$ cat src/rtl/cie_pkg.sv
// ==========================================================================
// shared constants and state types for the interrupt enable and flag logic
// ==========================================================================
package cie_pkg;

   // register indexes on the plain register port
   localparam logic [2:0] ADDR_CTRL   = 3'h0; // interrupt_control
   localparam logic [2:0] ADDR_PIE    = 3'h1; // peripheral_interrupt_enables
   localparam logic [2:0] ADDR_PIR    = 3'h2; // peripheral_interrupt_flags
   localparam logic [2:0] ADDR_PCM    = 3'h3; // pin_change_enable_mask
   localparam logic [2:0] ADDR_OPT    = 3'h4; // option bits (edge select)
   localparam logic [2:0] ADDR_EVT_ST = 3'h5; // block event status, w1c
   localparam logic [2:0] ADDR_EVT_MK = 3'h6; // block event mask

   // interrupt_control field positions
   localparam int unsigned BIT_GIE  = 7; // global_irq_enable
   localparam int unsigned BIT_PERIPHERAL_GROUP_ENABLE = 6; // peripheral_group_enable
   localparam int unsigned BIT_TAE  = 5; // timer_a_overflow_enable
   localparam int unsigned BIT_EXE  = 4; // ext pin interrupt enable
   localparam int unsigned BIT_PCE  = 3; // port_change_enable
   localparam int unsigned BIT_TAF  = 2; // timer_a_overflow_flag
   localparam int unsigned BIT_EXF  = 1; // ext_pin_irq_flag
   localparam int unsigned BIT_PCF  = 0; // port_change_flag

   // peripheral flag positions that mirror peripheral levels, then option and event status bit positions
   localparam int unsigned BIT_RX   = 5; // serial receive buffer full
   localparam int unsigned BIT_TX   = 4; // serial transmit buffer empty
   localparam logic [7:0]  PIR_RO   = 8'h30; // bits software cannot write
   localparam int unsigned BIT_EDGE = 6; // ext_edge_select in option reg
   localparam int unsigned BIT_BUSY = 7; // service state in event status

   // block event status bits
   localparam int unsigned EVT_REQ  = 0; // request to core rose
   localparam int unsigned EVT_ACK  = 1; // core accepted an interrupt
   localparam int unsigned EVT_RET  = 2; // core returned from service

   // reset values
   localparam logic [7:0] CTRL_RST = 8'h00;
   localparam logic [7:0] PIE_RST  = 8'h00;
   localparam logic [7:0] PIR_RST  = 8'h00;
   localparam logic [7:0] PCM_RST  = 8'h00;
   localparam logic [7:0] OPT_RST  = 8'h00;
   localparam logic [2:0] EVT_RST  = 3'h0;

   // core service state, gray along idle -> busy
   typedef enum logic [1:0] {
      SVC_IDLE = 2'b00,
      SVC_BUSY = 2'b01
   } cie_svc_e;

   typedef struct packed {
      cie_svc_e   svc;    // service state
      logic [7:0] ctrl;   // interrupt_control
      logic [7:0] pie;    // peripheral_interrupt_enables
      logic [7:0] pir;    // peripheral_interrupt_flags
      logic [7:0] pcm;    // pin_change_enable_mask
      logic [7:0] opt;    // option bits
      logic [2:0] evt_st; // sticky block events
      logic [2:0] evt_mk; // block event mask
      logic [7:0] rdata;  // read data register
      logic       req;    // request to core
      logic       irq;    // block interrupt output
   } cie_top_s;

   typedef struct packed {
      logic prev;   // pin level last cycle
      logic primed; // prev holds a real sample
      logic pulse;  // edge seen
   } cie_edge_s;

   typedef struct packed {
      logic [7:0] prev;
      logic       primed;
      logic       pulse;
   } cie_chg_s;

   // any source whose enable and flag are both set
   function automatic logic any_hit(input logic [7:0] en,
                                    input logic [7:0] fl);
      any_hit = |(en & fl);
   endfunction

endpackage

$ cat src/rtl/cie_edge_detect.sv
`timescale 1ns/10ps
// ==========================================================================
// edge detector for the external interrupt pin
// ==========================================================================
module cie_edge_detect (
   // clock and reset
   input  wire logic ref_clk,
   input  wire logic rst_n,
   input  wire logic ce,
   // pin and edge choice
   input  wire logic pin,
   input  wire logic rise_sel,
   // one-cycle edge pulse
   output logic      edge_pulse
);
   import cie_pkg::*;

   cie_edge_s s_reg;  // all state
   cie_edge_s s_next; // next state

   // first sample after reset only primes, so a pin that starts
   // high is not taken for a rising edge
   always_comb begin
      s_next = s_reg;
      s_next.prev = pin;
      s_next.primed = 1'b1;
      if (rise_sel) begin
         s_next.pulse = s_reg.primed & pin & ~s_reg.prev;
      end else begin
         s_next.pulse = s_reg.primed & ~pin & s_reg.prev;
      end
   end

   // state register
   always_ff @(posedge ref_clk) begin
      if (!rst_n) begin
         s_reg <= '0;
      end else if (ce) begin
         s_reg <= s_next;
      end
   end

   assign edge_pulse = s_reg.pulse;
endmodule

$ cat src/rtl/cie_pin_change.sv
`timescale 1ns/10ps
// ==========================================================================
// change detector for the general purpose port pins
// ==========================================================================
module cie_pin_change (
   // clock and reset
   input  wire logic       ref_clk,
   input  wire logic       rst_n,
   input  wire logic       ce,
   // pins and per-pin enables
   input  wire logic [7:0] pins,
   input  wire logic [7:0] mask,
   // one-cycle change pulse
   output logic            change_pulse
);
   import cie_pkg::*;

   cie_chg_s s_reg;  // all state
   cie_chg_s s_next; // next state

   // only pins whose change enable is set may report
   always_comb begin
      s_next = s_reg;
      s_next.prev = pins;
      s_next.primed = 1'b1;
      s_next.pulse = s_reg.primed & any_hit(mask, pins ^ s_reg.prev);
   end

   // state register
   always_ff @(posedge ref_clk) begin
      if (!rst_n) begin
         s_reg <= '0;
      end else if (ce) begin
         s_reg <= s_next;
      end
   end

   assign change_pulse = s_reg.pulse;
endmodule

$ cat src/rtl/cie_irq_ctrl.sv
// What this block does
// global enable passes or blocks all requests
// group enable gates every peripheral request
// timer a enable lets its flag request
// external pin enable lets its flag request
// port change needs own and pin enables
// timer a flag sticky until software clears
// software initialises timer before clearing flag
// external pin flag sticky until software clears
// port change flag set on enabled change
// upper peripheral enables: gate, converter, rx, tx
// lower enables: sync, capcomp, match, overflow
// flags set regardless of any enable
// software clears stale flags before enabling
// peripheral flags laid out like the enables
// edge select picks rising or falling edge
// accept clears global enable, return sets it
// request is enabled core or peripheral hits
//
// The strobed register port and the register offsets are this design's own decisions.
`timescale 1ns/10ps
// ==========================================================================
// interrupt enable and flag logic, top level
// ==========================================================================
module cie_irq_ctrl (
   // clock, reset, clock enable
   input  wire logic       ref_clk,
   input  wire logic       rst_n,
   input  wire logic       ce,
   // register port
   input  wire logic [2:0] reg_addr,
   input  wire logic [7:0] reg_wdata,
   input  wire logic       reg_wr,
   input  wire logic       reg_rd,
   output logic [7:0]      reg_rdata,
   // core interrupt sources
   input  wire logic       timer_a_overflow,
   input  wire logic       ext_pin,
   input  wire logic [7:0] port_pins,
   // peripheral sources, pulses except bits 5 and 4 which are levels
   input  wire logic [7:0] periph_events,
   // processor core
   input  wire logic       irq_accept,
   input  wire logic       return_from_isr,
   output logic            irq_req,
   // block interrupt
   output logic            irq_out
);
   import cie_pkg::*;

   // ========================================================================
   // state and decode
   // ========================================================================
   cie_top_s   s_reg;      // all state of the block
   cie_top_s   s_next;     // next value of all state
   logic       ext_edge;   // edge seen on the external pin
   logic       pc_pulse;   // enabled port pin changed
   logic       wr_ctrl;    // write to interrupt_control
   logic       wr_pie;     // write to peripheral enables
   logic       wr_pir;     // write to peripheral flags
   logic       wr_pcm;     // write to pin change mask
   logic       wr_opt;     // write to option bits
   logic       wr_evt_st;  // write-one-to-clear of events
   logic       wr_evt_mk;  // write to event mask
   logic [7:0] core_en;    // core enables aligned to flags
   logic [7:0] core_fl;    // core flags
   logic [2:0] evt_set;    // block events this cycle
   logic [7:0] pir_set;    // peripheral flag sets this cycle

   // register write decode, one strobe per index
   assign wr_ctrl   = reg_wr && (reg_addr == ADDR_CTRL);
   assign wr_pie    = reg_wr && (reg_addr == ADDR_PIE);
   assign wr_pir    = reg_wr && (reg_addr == ADDR_PIR);
   assign wr_pcm    = reg_wr && (reg_addr == ADDR_PCM);
   assign wr_opt    = reg_wr && (reg_addr == ADDR_OPT);
   assign wr_evt_st = reg_wr && (reg_addr == ADDR_EVT_ST);
   assign wr_evt_mk = reg_wr && (reg_addr == ADDR_EVT_MK);

   // enables sit three bits above their flags
   assign core_en = {5'h00, s_reg.ctrl[BIT_TAE:BIT_PCE]};
   assign core_fl = {5'h00, s_reg.ctrl[BIT_TAF:BIT_PCF]};

   // the two level-driven flags are not sticky, the rest are
   assign pir_set = periph_events & ~PIR_RO;

   // ========================================================================
   // source detectors
   // ========================================================================
   cie_edge_detect u_edge (
      .ref_clk    (ref_clk),
      .rst_n      (rst_n),
      .ce         (ce),
      .pin        (ext_pin),
      .rise_sel   (s_reg.opt[BIT_EDGE]),
      .edge_pulse (ext_edge)
   );

   cie_pin_change u_chg (
      .ref_clk      (ref_clk),
      .rst_n        (rst_n),
      .ce           (ce),
      .pins         (port_pins),
      .mask         (s_reg.pcm),
      .change_pulse (pc_pulse)
   );

   // ========================================================================
   // next state
   // ========================================================================
   // software writes first, hardware sets and core events after them,
   // so an event landing on the clearing write is never lost
   always_comb begin
      s_next = s_reg;
      evt_set = 3'h0;

      // plain control registers
      if (wr_ctrl) begin
         s_next.ctrl = reg_wdata;
      end
      if (wr_pie) begin
         s_next.pie = reg_wdata;
      end
      if (wr_pcm) begin
         s_next.pcm = reg_wdata;
      end
      if (wr_opt) begin
         s_next.opt = reg_wdata;
      end
      if (wr_evt_mk) begin
         s_next.evt_mk = reg_wdata[2:0];
      end

      // peripheral flags: writable bits take the write, mirrored
      // bits follow their peripheral and ignore software
      if (wr_pir) begin
         s_next.pir = (reg_wdata & ~PIR_RO) | (s_reg.pir & PIR_RO);
      end
      s_next.pir = s_next.pir | pir_set;
      s_next.pir[BIT_RX] = periph_events[BIT_RX];
      s_next.pir[BIT_TX] = periph_events[BIT_TX];

      // core flags set whatever the enables say
      if (timer_a_overflow) begin
         s_next.ctrl[BIT_TAF] = 1'b1;
      end
      if (ext_edge) begin
         s_next.ctrl[BIT_EXF] = 1'b1;
      end
      if (pc_pulse && s_reg.ctrl[BIT_PCE]) begin
         s_next.ctrl[BIT_PCF] = 1'b1;
      end else if (pc_pulse) begin
         s_next.ctrl[BIT_PCF] = 1'b1;
      end

      // core handshake on the global enable; accept beats return
      if (irq_accept) begin
         s_next.ctrl[BIT_GIE] = 1'b0;
      end else if (return_from_isr) begin
         s_next.ctrl[BIT_GIE] = 1'b1;
      end

      // service state, only for software to observe
      unique case (s_reg.svc)
         SVC_IDLE: begin
            if (irq_accept) begin
               s_next.svc = SVC_BUSY;
            end
         end
         SVC_BUSY: begin
            if (return_from_isr && !irq_accept) begin
               s_next.svc = SVC_IDLE;
            end
         end
         default: begin
            s_next.svc = SVC_IDLE; // illegal code recovers to idle
         end
      endcase

      // request from the registered flags and enables
      s_next.req = s_reg.ctrl[BIT_GIE] & (
         any_hit(core_en, core_fl) |
         (s_reg.ctrl[BIT_PERIPHERAL_GROUP_ENABLE] & any_hit(s_reg.pie, s_reg.pir)));

      // block events, sticky, write one to clear, set wins
      evt_set[EVT_REQ] = s_next.req & ~s_reg.req;
      evt_set[EVT_ACK] = irq_accept;
      evt_set[EVT_RET] = return_from_isr;
      if (wr_evt_st) begin
         s_next.evt_st = s_reg.evt_st & ~reg_wdata[2:0];
      end
      s_next.evt_st = s_next.evt_st | evt_set;
      s_next.irq = |(s_reg.evt_st & s_reg.evt_mk);

      // read data stands the cycle after the strobe
      s_next.rdata = 8'h00;
      if (reg_rd) begin
         unique case (reg_addr)
            ADDR_CTRL:   s_next.rdata = s_reg.ctrl;
            ADDR_PIE:    s_next.rdata = s_reg.pie;
            ADDR_PIR:    s_next.rdata = s_reg.pir;
            ADDR_PCM:    s_next.rdata = s_reg.pcm;
            ADDR_OPT:    s_next.rdata = s_reg.opt;
            ADDR_EVT_ST: s_next.rdata = {(s_reg.svc == SVC_BUSY),
                                         4'h0, s_reg.evt_st};
            ADDR_EVT_MK: s_next.rdata = {5'h00, s_reg.evt_mk};
            default:     s_next.rdata = 8'h00; // unmapped reads zero
         endcase
      end
   end

   // ========================================================================
   // state register
   // ========================================================================
   // the port change flag has no defined power-on value on the part;
   // here it clears so simulation starts known
   always_ff @(posedge ref_clk) begin
      if (!rst_n) begin
         s_reg.svc    <= SVC_IDLE;
         s_reg.ctrl   <= CTRL_RST;
         s_reg.pie    <= PIE_RST;
         s_reg.pir    <= PIR_RST;
         s_reg.pcm    <= PCM_RST;
         s_reg.opt    <= OPT_RST;
         s_reg.evt_st <= EVT_RST;
         s_reg.evt_mk <= EVT_RST;
         s_reg.rdata  <= 8'h00;
         s_reg.req    <= 1'b0;
         s_reg.irq    <= 1'b0;
      end else if (ce) begin
         s_reg <= s_next;
      end
   end

   // outputs straight from the state flops
   assign reg_rdata = s_reg.rdata;
   assign irq_req   = s_reg.req;
   assign irq_out   = s_reg.irq;
endmodule

$ cat config.mk
export PLATFORM = sky130hd
export DESIGN_NAME = cie_irq_ctrl
export DESIGN_NICKNAME = d
export VERILOG_FILES = /design/src/rtl/cie_pkg.sv /design/src/rtl/cie_edge_detect.sv /design/src/rtl/cie_pin_change.sv /design/src/rtl/cie_irq_ctrl.sv
export SDC_FILE = /design/constraint.sdc
export NUM_CORES = 1
export LEC_CHECK = 0
export BUFFER_PORTS_ARGS = -buffer_cell sky130_fd_sc_hd__buf_4
export CORE_MARGIN = 2
export CORE_UTILIZATION = 55
export DETAILED_ROUTE_END_ITERATION = 10
export PLACE_DENSITY = 0.77
export SYNTH_ARGS = -nofsm -noshare
export SYNTH_HDL_FRONTEND = slang
export SYNTH_SLANG_ARGS = --single-unit
$ cat constraint.sdc
create_clock -name ref_clk -period 1.5 [get_ports ref_clk]
set_clock_uncertainty 0.15 [all_clocks]
set_input_delay 0.15 -clock ref_clk [delete_from_list [all_inputs] [get_ports ref_clk]]
set_output_delay 0.15 -clock ref_clk [all_outputs]
set_load 0.05 [all_outputs]
# == Word level (Yosys, flattened, before mapping) ==
# Index checks and enable logic that the tools add are counted.
# totals
reg_bits,70
input_bits,36
out_inout_bits,10
elab_cells,96
# classes
eq_ne,9
n_mux,15
bitwise,22
reduce_logical,30
# op_table
cell,count
8-bit case mux with 7 select lines,1
8-bit 2-to-1 mux,3
8-bit OR reduction,3
2-bit AND reduction,9
8-bit AND,2
3-bit AND,3
3-bit equality test (second input constant),3
1-bit logical AND,9
1-bit AND,8
8-bit by 6-bit bitwise OR with 8-bit output,1
8-bit bitwise OR,1
8-bit XOR,1
1-bit 2-to-1 mux,7
3-bit by 2-bit equality test with 1-bit output (second input constant),2
3-bit nonzero test,2
2-bit 2-to-1 mux,2
2-bit inequality test (second input constant),2
2-bit case mux with 2 select lines,1
2-bit nonzero test,2
3-bit by 1-bit equality test with 1-bit output (second input constant),1
3-bit logical NOT,1
3-bit 2-to-1 mux,1
1-bit inverter,3
3-bit inverter,1
7 further kinds,7

# == Depth between registers and ports, before layout ==
# depth
word_depth,7
depth_mapped,6

# == Hierarchy ==
# From an unflattened synthesis, not the netlist that was laid out.
# unflattened
hier_cells,359
area_unflattened_um2,3439.5
# by_module_without_submodules
module,n_inst,cells_per_inst,area_per_inst_um2,seq_area_each_um2
cie_irq_ctrl,1,303,2849.0,1141.1
cie_pin_change,1,44,471.7,200.2
cie_edge_detect,1,12,118.9,60.1

# == Worst setup path before layout ==
# Ideal clock, no wire load.
# synth_timing
path_kind,input port to flip-flop
startpoint,input reg_addr[0]
endpoint,register s_reg[13] (netlist name)
setup_time_ps,115
t_arrival_ps,1087
t_required_ps,1235
slack_ps,148
path_stages,5
n_path_buf,2
cell_sequence,buf_2 > clkbuf_1 > nand4_1 > a22o_1 > o21a_1
# synth_via
elab_chain_cells,4
# synth_lines
item,line_no,text
start: declaration,cie_irq_ctrl.sv:31,"input wire logic [2:0] reg_addr,"
3-bit equality test,cie_irq_ctrl.sv:76,assign wr_evt_st = reg_wr && (reg_addr == ADDR_EVT_ST);
1-bit logical AND,cie_irq_ctrl.sv:76,
3-bit 2-to-1 mux,cie_irq_ctrl.sv:188,if (wr_evt_st) begin
3-bit bitwise OR,cie_irq_ctrl.sv:191,s_next.evt_st = s_next.evt_st | evt_set;
end signal: assignment,cie_irq_ctrl.sv:230,s_reg <= s_next;
end: declaration,cie_irq_ctrl.sv:54,cie_top_s s_reg;
# No other way between the ends.
# A chain may end at the register's enable or synchronous reset.

# == Worst setup path after layout ==
# layout_timing
startpoint,register s_reg[43] (netlist name)
endpoint,register s_reg[13] (netlist name)
# layout_via
elab_chain_cells,7
# layout_lines
item,line_no,text
8-bit AND,cie_pkg.sv:80,any_hit = |(en & fl);
8-bit OR reduction,cie_pkg.sv:80,
1-bit AND,cie_irq_ctrl.sv:182,"(s_reg.ctrl[BIT_PERIPHERAL_GROUP_ENABLE] & any_hit(s_reg.pie, s_reg.pir)));"
1-bit bitwise OR,cie_irq_ctrl.sv:181,"any_hit(core_en, core_fl) |"
1-bit AND,cie_irq_ctrl.sv:180,s_next.req = s_reg.ctrl[BIT_GIE] & (
1-bit AND,cie_irq_ctrl.sv:185,evt_set[EVT_REQ] = s_next.req & ~s_reg.req;
3-bit bitwise OR,cie_irq_ctrl.sv:191,
# No other way between the ends.

==> impl_metrics.ini <==
[outcome]
outcome = finished, final reports clean

[logic_synthesis]
synthArstFlopShare_pct = 0
synth_nets = 423
synthMuxAreaShare_pct = 9.210
synthMostInstantiatedCell = dfxtp_1
yosys_register_bits = 69
synthTopCellsByCount = dfxtp_1, nand2_1, a21boi_0
ys_types = 45
postSynthAreaPerCell_um2 = 8.881
synth_xor_area_share_pct = 2.039
synthesis.area_um2 = 3437
yosys.area.top_type = dfxtp_1
synthAdderAreaFrac_pct = 0
synth_top_area_share_pct = 40.19
synth_edf_count = 0
yosysWarnings = 0
ys_seq_area_share_pct = 40.19
postSynthCellCount = 387
synth_compound_area_share_pct = 24.79
synth_flop_cell = dfxtp_1
synth_top_family_by_area = compound AO/OA/AOI/OAI gates
synth-simple-area-share_pct = 17.69
synth_area_leaders = dfxtp_1, a21boi_0, mux2i_1

[placed_design]
place_ws_ns = -0.03543
globalplace.congestion = 0.9394
dp_hpwl_um = 6459
dpl_cell_area_um2 = 3851
port_buffers = 45

[layout]
synthToLayoutAreaGrowth_pct = 25.48
nNetsFinal = 495
largest_register_ffs = 41
drive_gt1_share_pct = 19.87
final_area_um2 = 4313
fillers = 486
diodes = 0

[sta]
rsz0062_at_grt = no
slew_headroom_pct = 64.04
finalHoldViolations = 0
period_minus_slack_ns = 1.449
fin_crit_sh_pct = 96.59
fmaxAchievable_ghz = 0.6902
finalSetupViolations = 0
finalMaxSlewViolations = 0
setup_ws_ns = 0.05113
max_slew.worst_pin.slew_ns = 0.5395

[die]
initial_core_util_pct = 57.37
fp.dieH_um = 83.05
die_w_um = 83.05
boundaryPins = 46
rows = 28
dieArea_um2 = 6897
core-area_um2 = 5991

[worst_hold_path]
hold_class = input port to flip-flop

[worst_setup_path]
path_max_fanout = 2
cp.arrival_ns = 1.54
start_kind = flip-flop
crit_type = flip-flop to flip-flop
cp-end-kind = flip-flop
cp.required_ns = 1.59

[cts]
clock_sinks = 69
root_buffer = clkbuf_8
path_clk_slew_ns = 0.07
cts_max_path_buffers = 2
cts_tree = built
htreeDepth = 3
numCtsBuffers = 9
clock_latency_ns = 0.34
post_cts_buffers = 0

[detailed_routing]
wl_um = 9251
avgRoutedWirePerCell_um = 17.20
ant_nets = 0
route.detailed.drc = 0
vias = 3184
post_drt_via_cell_ratio = 5.918
first_iter_violations = 303
first_pass_iters = 5

[grt]
gr-usage-met3_pct = 6.759
antenna_found_initial = 0
grt_pass1_wl_um = 15020
grt_max_degree = 63
use_met2_pct = 41.50
grt_util_met1_pct = 38.91
busiest_layer = met2
globalRouteOverflowTotal = 0
grt.total_usage_pct = 27.21
grt_pass1_vias = 2939

[power]
power.leakage_uw = 0.001718
pwr_density_cell_nw_per_um2 = 866.6
vdd_drop_max_v = 0.0007174

[job]
drv_cap = 0
per-stage QoR:
| stage | hold WS [ns] | cells | total power, uW | utilization, % | setup TNS, ns |
|---|---|---|---|---|---|
| after floorplan | 0.1349 | 387 | 2227 | - | 0 |
| after global placement | 0.2515 | 495 | 2406 | 64.29 | 0 |
| after detailed placement | 0.2666 | 495 | 2418 | 64.29 | -0.05204 |
| after CTS | 0.08427 | 538 | 3747 | 71.62 | 0 |
| after global routing | 0.09535 | 538 | 3885 | 71.99 | 0 |
| final | 0.09532 | 538 | 3737 | 71.99 | 0 |
area by class of cell:
type | count | area (um2) | share of cell area [%]
clock buffer | 13 | 148.9 | 3.452
clock inverter | 2 | 10.01 | 0.2321
inverter | 5 | 18.77 | 0.4352
multi-input combinational | 278 | 1869 | 43.34
sequential | 69 | 1381 | 32.03
tap | 75 | 93.84 | 2.176
timing repair buffer | 96 | 790.8 | 18.33
layout by cell type, fill, tap and decap left out, types with 3 or more instances in the layout:
cell type,n
a21boi_0,47
a21oi_1,9
a22oi_1,7
and3b_1,3
buf_4,68
clkbuf_1,3
clkbuf_8,10
dfxtp_1,69
dlygate4sd3_1,28
inv_1,5
mux2i_1,26
nand2_1,48
nand2b_1,9
nand3_1,9
nand3b_1,18
nand4_1,3
nor2_1,4
nor2b_1,13
o21ai_0,38
o2bb2ai_1,4
xor2_1,7
report_power, final:
part           internal [uW]  switching, uW  leakage (uW)  total [uW]
logic                    262            253       0.00107         515
registers               1890           47.6      0.000562        1940
clock network            632            653     0.0000833        1290
total                   2780            954       0.00172        3740
metal layers:
metal / routed length (um) / vias up
met2: 4216 / 143
met5: 0 / -
met1: 4129 / 1504
li1: - / 1522
met4: 121 / 0
met3: 783 / 15
kinds of logic (layout without fill, tap and decap cells):
group           after synthesis  in the layout
compound gates              126            126
simple gates                115            115
flops                        69             69
buf+inv                      40            116
mux                          29             29
xor+xnor                      8              8
critical path, cell delays in order, from the launching register on:
cell and delay [ns]:
dfxtp_1 0.33, a22oi_1 0.23, nand4_1 0.21, a22o_1 0.25, o21a_1 0.17
what timing repair did:
item,in CTS,in global routing
hold buffers,28,0
hold endpoints to repair,53,0
resized for setup,0,4
setup endpoints to repair,0,2
path summary, 6_finish.rpt:
| kind | to | slack (ns) | depth (start not counted) | startpoint |
|---|---|---|---|---|
| max | s_reg[13]$_SDFFE_PN0P_ | 0.05 | 4 | s_reg[43]$_SDFFE_PN0P_ |
| min | s_reg[39]$_SDFFE_PN0P_ | 0.1 | 4 | reg_wr |
| max reg2reg | s_reg[13]$_SDFFE_PN0P_ | 0.05 | 4 | s_reg[43]$_SDFFE_PN0P_ |
| min reg2reg | core_fl[1]$_SDFFE_PN0P_ | 0.33 | 2 | u_edge.edge_pulse$_SDFFE_PN0P_ |
Note: power is estimated with default switching activity, not from simulation.
